===== src/pbc_pkg.sv =====
// Constants shared by the port B style general-purpose I/O block.
// Assumes an 8-bit register port with 3-bit word addresses.
`default_nettype none
package pbc_pkg;
	// Port width.
	localparam int unsigned PORT_W = 8;
	// Register addresses on the plain register port.
	localparam logic [2:0] ADDR_PIN_VALUE = 3'h0;
	localparam logic [2:0] ADDR_OUTPUT_LATCH = 3'h1;
	localparam logic [2:0] ADDR_DIRECTION = 3'h2;
	localparam logic [2:0] ADDR_INT_MAIN = 3'h3;
	localparam logic [2:0] ADDR_INT_SECOND = 3'h4;
	localparam logic [2:0] ADDR_INT_THIRD = 3'h5;
	localparam logic [2:0] ADDR_ANALOG_CFG = 3'h6;
	// Field positions.
	localparam int BIT_CHANGE_FLAG = 0;
	localparam int BIT_CHANGE_ENABLE = 3;
	localparam int BIT_PULLUP_DISABLE_N = 7;
	localparam int BIT_CHANGE_PRIORITY = 0;
	localparam int BIT_CAN_TX = 2;
	localparam int BIT_CAN_RX = 3;
	localparam int BIT_LV_PROGRAM = 5;
	localparam int CHANGE_LO = 4;
	localparam int ANALOG_HI = 4;
	// Values after reset.
	localparam logic [7:0] RST_DIRECTION = 8'hFF;
	localparam logic [7:0] RST_LATCH = 8'h00;
	localparam logic [3:0] PCFG_ALL_ANALOG = 4'h0;
	localparam logic [3:0] PCFG_ALL_DIGITAL = 4'hF;
	// Low pins are digital once the analog field reaches this code.
	localparam logic [3:0] PCFG_DIGITAL_MIN = 4'h5;
	// Cycles of pin synchronisation.
	localparam int SYNC_STAGES = 2;
endpackage
`default_nettype wire


===== src/pbc_change_if.sv =====
// Interface between the port top and its change detector.
// Assumes both ends run on the same clock.
`timescale 1ns/1ps
`default_nettype none
interface pbc_change_if;
	logic [7:0] pin_read;
	logic [7:0] direction;
	logic refresh;
	logic mismatch;
	modport port (output pin_read, output direction, output refresh,
		input mismatch);
	modport detect (input pin_read, input direction, input refresh,
		output mismatch);
endinterface
`default_nettype wire


===== src/pbc_sync.sv =====
// Two flip-flop synchroniser for a bundle of static or slow levels.
// Assumes each bit is independent; no word coherence is promised.
`timescale 1ns/1ps
`default_nettype none
module pbc_sync #(
	parameter int WIDTH = 8
) (
	// Clock and reset.
	input wire logic i_clk,
	input wire logic i_reset,
	// Asynchronous levels in, synchronised levels out.
	input wire logic [WIDTH-1:0] i_async,
	output logic [WIDTH-1:0] o_sync
);
	logic [WIDTH-1:0] stage1;

	// The first stage feeds only the second to contain metastability.
	always_ff @(posedge i_clk) begin
		if (i_reset) begin
			stage1 <= '0;
			o_sync <= '0;
		end else begin
			stage1 <= i_async;
			o_sync <= stage1;
		end
	end
endmodule
`default_nettype wire


===== src/pbc_change_detect.sv =====
// Change comparison on the upper four port pins.
// Assumes pin_read is already synchronised and analog-masked.
`timescale 1ns/1ps
`default_nettype none
module pbc_change_detect (
	// Clock and reset.
	input wire logic i_clk,
	input wire logic i_reset,
	// Port side.
	pbc_change_if.detect chg
);
	logic [3:0] snapshot;
	logic [3:0] live;
	logic [3:0] inputs_only;

	assign live = chg.pin_read[7:pbc_pkg::CHANGE_LO];
	assign inputs_only = chg.direction[7:pbc_pkg::CHANGE_LO];

	// Snapshot follows every qualifying port access.
	always_ff @(posedge i_clk) begin
		if (i_reset || chg.refresh) begin
			snapshot <= live;
		end
	end

	// The access cycle itself already counts as matched, so a read never
	// leaves a one-cycle stale mismatch behind.
	assign chg.mismatch = !chg.refresh &&
		(|((live ^ snapshot) & inputs_only));
endmodule
`default_nettype wire


===== src/pbc_port.sv =====
// Eight-pin bidirectional port with change detection and pull-ups.
// Assumes a plain register port on i_clk and pins that are asynchronous.
`timescale 1ns/1ps
`default_nettype none
module pbc_port (
	// Clock and reset.
	input wire logic i_clk,
	input wire logic i_reset,
	input wire logic i_reset_is_por,
	// Register port.
	input wire logic [2:0] i_addr,
	input wire logic [7:0] i_wdata,
	input wire logic i_wr,
	input wire logic i_rd,
	input wire logic i_mem_move_dest,
	output logic [7:0] o_rdata,
	// Pins.
	input wire logic [7:0] i_pin_in,
	output logic [7:0] o_pin_out,
	output logic [7:0] o_pin_oe,
	output logic [7:0] o_pullup_en,
	// Configuration and shared functions.
	input wire logic i_low_pins_analog_default,
	input wire logic i_can_enable,
	input wire logic i_can_transmit_out,
	input wire logic i_lv_program_entry,
	// Signals to neighbouring functions.
	output logic o_ext_irq_zero,
	output logic o_ext_irq_one,
	output logic o_ext_irq_two,
	output logic o_pwm_fault_input,
	output logic o_can_receive_in,
	output logic o_irq_high,
	output logic o_irq_low,
	output logic o_wake
);

	logic [7:0] pins_sync;
	logic cfg_sync;
	logic [7:0] port_output_latch;
	logic [7:0] port_direction;
	logic port_change_flag;
	logic port_change_enable;
	logic port_change_priority;
	logic pullup_disable_n;
	logic [3:0] analog_pcfg;
	logic [7:0] analog_mask;
	logic [7:0] pin_read;
	logic [7:0] next_rdata;
	logic port_sel;
	logic port_refresh;

	pbc_change_if chg ();

	// Pins cross into i_clk before anything looks at them.
	pbc_sync #(
		.WIDTH(pbc_pkg::PORT_W)
	) u_pin_sync (
		.i_clk(i_clk),
		.i_reset(1'b0),
		.i_async(i_pin_in),
		.o_sync(pins_sync)
	);

	// The configuration bit is not reset so it is valid during reset;
	// reset must therefore be held for at least three cycles.
	pbc_sync #(
		.WIDTH(1)
	) u_cfg_sync (
		.i_clk(i_clk),
		.i_reset(1'b0),
		.i_async(i_low_pins_analog_default),
		.o_sync(cfg_sync)
	);

	pbc_change_detect u_change (
		.i_clk(i_clk),
		.i_reset(i_reset),
		.chg(chg.detect)
	);

	// Analog selection masks the digital input path of bits 4..0.
	assign analog_mask = {3'h0,
		{5{analog_pcfg < pbc_pkg::PCFG_DIGITAL_MIN}}};
	assign pin_read = pins_sync & ~analog_mask;

	// Any port access counts, except a memory move that targets it.
	assign port_sel = (i_addr == pbc_pkg::ADDR_PIN_VALUE);
	assign port_refresh = port_sel &&
		(i_rd || (i_wr && !i_mem_move_dest));

	assign chg.pin_read = pin_read;
	assign chg.direction = port_direction;
	assign chg.refresh = port_refresh;

	// Output latch; a port write and a latch write are the same store.
	always_ff @(posedge i_clk) begin
		if (i_reset) begin
			port_output_latch <= pbc_pkg::RST_LATCH;
		end else if (i_wr && (port_sel ||
			i_addr == pbc_pkg::ADDR_OUTPUT_LATCH)) begin
			port_output_latch <= i_wdata;
		end
	end

	// Direction register, all inputs out of reset.
	always_ff @(posedge i_clk) begin
		if (i_reset) begin
			port_direction <= pbc_pkg::RST_DIRECTION;
		end else if (i_wr && i_addr == pbc_pkg::ADDR_DIRECTION) begin
			port_direction <= i_wdata;
		end
	end

	// Change flag and its enable; a live mismatch beats a software clear.
	always_ff @(posedge i_clk) begin
		if (i_reset) begin
			port_change_flag <= 1'b0;
			port_change_enable <= 1'b0;
		end else begin
			if (chg.mismatch) begin
				port_change_flag <= 1'b1;
			end else if (i_wr && i_addr == pbc_pkg::ADDR_INT_MAIN) begin
				port_change_flag <= i_wdata[pbc_pkg::BIT_CHANGE_FLAG];
			end
			if (i_wr && i_addr == pbc_pkg::ADDR_INT_MAIN) begin
				port_change_enable <= i_wdata[pbc_pkg::BIT_CHANGE_ENABLE];
			end
		end
	end

	// Shared pull-up control and change priority.
	always_ff @(posedge i_clk) begin
		if (i_reset) begin
			pullup_disable_n <= 1'b1;
			port_change_priority <= 1'b1;
		end else if (i_wr && i_addr == pbc_pkg::ADDR_INT_SECOND) begin
			pullup_disable_n <= i_wdata[pbc_pkg::BIT_PULLUP_DISABLE_N];
			port_change_priority <= i_wdata[pbc_pkg::BIT_CHANGE_PRIORITY];
		end
	end

	// Analog field: only a power-on reset reloads it from the config bit.
	always_ff @(posedge i_clk) begin
		if (i_reset) begin
			if (i_reset_is_por) begin
				analog_pcfg <= cfg_sync ? pbc_pkg::PCFG_ALL_ANALOG
					: pbc_pkg::PCFG_ALL_DIGITAL;
			end
		end else if (i_wr && i_addr == pbc_pkg::ADDR_ANALOG_CFG) begin
			analog_pcfg <= i_wdata[3:0];
		end
	end

	// Read multiplexer; unused addresses and reserved bits read zero.
	always_comb begin
		next_rdata = 8'h00;
		if (i_addr == pbc_pkg::ADDR_PIN_VALUE) begin
			next_rdata = pin_read;
		end else if (i_addr == pbc_pkg::ADDR_OUTPUT_LATCH) begin
			next_rdata = port_output_latch;
		end else if (i_addr == pbc_pkg::ADDR_DIRECTION) begin
			next_rdata = port_direction;
		end else if (i_addr == pbc_pkg::ADDR_INT_MAIN) begin
			next_rdata[pbc_pkg::BIT_CHANGE_FLAG] = port_change_flag;
			next_rdata[pbc_pkg::BIT_CHANGE_ENABLE] = port_change_enable;
		end else if (i_addr == pbc_pkg::ADDR_INT_SECOND) begin
			next_rdata[pbc_pkg::BIT_PULLUP_DISABLE_N] = pullup_disable_n;
			next_rdata[pbc_pkg::BIT_CHANGE_PRIORITY] = port_change_priority;
		end else if (i_addr == pbc_pkg::ADDR_ANALOG_CFG) begin
			next_rdata[3:0] = analog_pcfg;
		end
	end

	// Read data stands for exactly the cycle after the strobe.
	always_ff @(posedge i_clk) begin
		if (i_reset || !i_rd) begin
			o_rdata <= 8'h00;
		end else begin
			o_rdata <= next_rdata;
		end
	end

	// Pin drivers; CAN and programming entry override direction.
	always_comb begin
		o_pin_out = port_output_latch;
		o_pin_oe = ~port_direction;
		if (i_can_enable) begin
			o_pin_out[pbc_pkg::BIT_CAN_TX] = i_can_transmit_out;
			o_pin_oe[pbc_pkg::BIT_CAN_TX] = 1'b1;
		end
		if (i_lv_program_entry) begin
			o_pin_oe[pbc_pkg::BIT_LV_PROGRAM] = 1'b0;
		end
	end

	// Pull-ups follow the effective drive, so the CAN override also drops them on bit 2.
	assign o_pullup_en = {8{!pullup_disable_n}} & ~o_pin_oe;

	// Schmitt inputs of neighbouring functions take the raw pin level;
	// CAN receive relies on software leaving bit 3 an input.
	assign o_ext_irq_zero = pins_sync[0];
	assign o_ext_irq_one = pins_sync[1];
	assign o_ext_irq_two = pins_sync[2];
	assign o_pwm_fault_input = pins_sync[0];
	assign o_can_receive_in = pins_sync[pbc_pkg::BIT_CAN_RX];

	// Interrupt request by priority, and wake-up from sleep.
	assign o_irq_high = port_change_flag && port_change_enable &&
		port_change_priority;
	assign o_irq_low = port_change_flag && port_change_enable &&
		!port_change_priority;
	assign o_wake = port_change_flag && port_change_enable;
endmodule
`default_nettype wire


===== config.mk =====
export PLATFORM = sky130hd
export DESIGN_NAME = pbc_port
export DESIGN_NICKNAME = d
export VERILOG_FILES = /design/src/pbc_pkg.sv /design/src/pbc_change_if.sv /design/src/pbc_sync.sv /design/src/pbc_change_detect.sv /design/src/pbc_port.sv
export SDC_FILE = /design/constraint.sdc
export NUM_CORES = 1
export LEC_CHECK = 0
export BUFFER_PORTS_ARGS = -buffer_cell sky130_fd_sc_hd__buf_2
export CORE_MARGIN = 3
export CORE_UTILIZATION = 44
export CTS_CLUSTER_DIAMETER = 80
export DETAILED_ROUTE_END_ITERATION = 6
export MAX_ROUTING_LAYER = met4
export PLACE_DENSITY = 0.71
export SLEW_MARGIN = 20
export SYNTH_ARGS = -nofsm -noshare
export SYNTH_HDL_FRONTEND = slang
export SYNTH_SLANG_ARGS = --single-unit

===== constraint.sdc =====
create_clock -name i_clk -period 1.32 [get_ports i_clk]
set_input_delay 0.066 -clock i_clk [delete_from_list [all_inputs] [get_ports i_clk]]
set_output_delay 0.066 -clock i_clk [all_outputs]
set_load 0.03 [all_outputs]

==> flow_metrics.tcl <==
set metrics [dict create \
    post-route-util_pct 60.9 \
    hold_viol_final 0 \
    dieHeight_um 74.7 \
    synthAdderAreaFrac_pct 0 \
    num_vias 1788 \
    ios 69 \
    ant_nets 0 \
    grt_usage_pct 20.9 \
    cts_buffers 5 \
    synth-xor-area-share_pct 1.27 \
    n_antenna_cell 0 \
    setup_viol 0 \
    ys_seq_elements 54 \
    muxShareOfSynthArea_pct 5.42 \
    finalSetupTns_ps 0 \
    synth_top_family_by_area "simple AND/OR/NAND/NOR gates" \
    synth_top_area_share_pct 44.3 \
    nets 325 \
    cts_tree "yes" \
    period_needed_ps 1270 \
    final.setup_skew_ps 10.2 \
    grt_pass1_wl_um 8300 \
    antenna_found_initial 0 \
    fill_cells 396 \
    post-route-period-util_pct 96.5 \
    grt_pass1_vias 1699 \
    syn2layout_area_growth_pct 30.3 \
    cap_violations 0 \
    dp_cells 330 \
    p_leak_nw 1.28 \
    die_area_sq_mm 0.00558 \
    clkTransAtPathRegs_ps 90 \
    worstSkewPairLatency_ps 310 \
    rrSetupSlack_ps 50 \
    worstSetupStartpointType "register" \
    vias_per_cell 5.12 \
    drc 0 \
    synth_top_area_cell "dfxtp_1" \
    slew_violations 0 \
    drt-total-wl_um 5200 \
    detail_route.wl_per_cell_um 14.9 \
    portBuffers 68 \
    drive_gt1_share_pct 32.3 \
    pwr_density_cell_mw_per_mm2 1150 \
    placementRows 24 \
    ctsHtreeMaxLevel 2 \
    hpwlAfterDp_um 3850 \
    regArea_sq_mm 0.00116 \
    p_total_w 0.00311 \
    start_util_pct 46.7 \
    cp.arrival_ps 1470 \
    synth_warnings 0 \
    fmax_mhz 785 \
    hp-class "in2reg" \
    grt_overflow_total 0 \
    crit_type "reg2reg" \
    numClockSinks 54 \
    root_buffer "clkbuf_8" \
    gp_congestion 0.875 \
    cp_max_fo 1 \
    postSynthAreaPerCell_sq_um 9.71 \
    synth.area.top_cells "dfxtp_1 44%, edfxtp_1 12%, nand2_1 6.3%" \
    clock_path_buffers 2 \
    required_ps 1510 \
    synth_area_sq_mm 0.00208 \
    ys_seq_area_share_pct 55.9 \
    fin_ws_ps 46.8 \
    slew_headroom_pct 62.0 \
    first_iter_violations 165 \
    final_cells 349 \
    synth_compound_area_share_pct 15.1 \
    status "complete, no violations" \
    die_w_um 74.7 \
    pre_cts_ws_ps 4.22 \
    syn_inst 214 \
    max-vdd-ir-drop_v 0.000619 \
    dr.pass1.iters 4 \
    synth.distinct_cells 36 \
    worstMarginPinSlew_ps 566 \
    synth_nets 243 \
    grt_max_degree 19 \
    rsz0062_at_grt "true" \
    yosys.area_share.simple_pct 15.8 \
    end_kind "register" \
    core_area_sq_mm 0.00444 \
    multi_input_area_sq_um 805 \
]
==> Yosys cell counts (all sizes together) <==
master / n
nor4b: 1
a21oi: 11
and3: 2
o211ai: 8
clkbuf: 4
a221oi: 2
nand2: 35
inv: 11
a222oi: 1
nor3: 6
o2bb2ai: 1
buf: 12
o32a: 1
xor2: 3
or4: 1
a21boi: 2
a221o: 2
o22ai: 3
or3: 1
and2: 1
a22oi: 1
nor2: 18
mux2i: 9
nand2b: 3
edfxtp: 8
mux2: 2
o21ai: 6
dfxtp: 46
a211oi: 1
nor2b: 5
o31ai: 1
o21a: 6
==> sequential cells by signal, summed over array words and instances, names as in the netlist <==
register,cells
chg.direction,8
o_rdata,8
port_output_latch,8
u_pin_sync.o_sync,8
u_pin_sync.stage1,8
analog_pcfg,4
u_change.snapshot,4
port_change_enable,1
port_change_flag,1
port_change_priority,1
pullup_disable_n,1
u_cfg_sync.o_sync,1
u_cfg_sync.stage1,1
==> report_power, final <==
group | switching, W | internal, W | leakage, nW
Combinational | 0.000259 | 0.000183 | 0.782
Sequential | 0.0000444 | 0.00175 | 0.457
Clock | 0.000495 | 0.000378 | 0.0395
==> layer usage <==
metal | wire length, um | share of wire [%] | track usage [%]
met2 | 2390 | 46 | 30.7
met3 | 368 | 7.1 | 5.47
met1 | 2350 | 45 | 27.8
met5 | 0 | 0 | -
met4 | 89 | 1.7 | 7.31
==> layout by cell type, fill, tap and decap left out, types with 2 or more instances in the layout <==
cell type	instances
a21boi_0	2
a21oi_1	11
a221o_1	2
a221oi_2	2
and3_1	2
buf_2	68
buf_4	11
clkbuf_1	3
clkbuf_8	5
dfxtp_1	45
dlygate4sd3_1	11
edfxtp_1	8
inv_1	10
mux2_2	2
mux2i_1	9
nand2_1	35
nand2b_1	3
nor2_1	17
nor2b_1	5
nor3_1	4
nor3_2	2
o211ai_1	8
o21a_1	5
o21ai_0	5
o22ai_1	2
xor2_1	3
==> stage by stage <==
stage	hold slack [ps]	instance area, sq um
6_report	15.5	2710
3_5_place_dp	170	2490
5_1_grt	11.7	2710
3_3_place_gp	168	2490
2_1_floorplan	93.7	2080
4_1_cts	6.58	2680
==> timing repair <==
item,in CTS,in global routing
pin swaps,0,2
gates resized for setup,1,6
setup buffers,0,0
endpoints found under the hold margin,11,0
endpoints found under the setup margin,1,3
hold buffers,11,0
==> worst paths after layout <==
| check | from | end | cells after the start |
|---|---|---|---|
| max reg2reg | u_change.snapshot[2] | port_change_flag | 4 |
| min reg2reg | u_pin_sync.stage1[5] | u_pin_sync.o_sync[5] | 0 |
| min | i_wdata[4] | port_output_latch[4] | 3 |
| max | u_change.snapshot[2] | port_change_flag | 4 |
==> cell type report <==
| cell class | count | share of cell area [%] |
|---|---|---|
| tap | 52 | 2.40 |
| multi-input combinational | 133 | 29.7 |
| timing repair buffer | 91 | 20.4 |
| sequential | 54 | 42.9 |
| inverter | 11 | 1.53 |
| clock buffer | 8 | 2.96 |
==> worst max-delay path, cell delays in order (launching register included) <==
cell      delay, ps
edfxtp_1        400
xor2_1          150
a222oi_1        320
and3_1          220
o22ai_2          70
==> cell families after synthesis <==
| family | count (synthesis) |
|---|---|
| and+or+nand+nor | 73 |
| DFF | 54 |
| buffers and inverters | 27 |
| AOI/OAI and AO/OA | 46 |
| xor gates and xnor gates | 3 |
| muxes | 11 |
No activity file was read; power rests on OpenSTA's default activity.
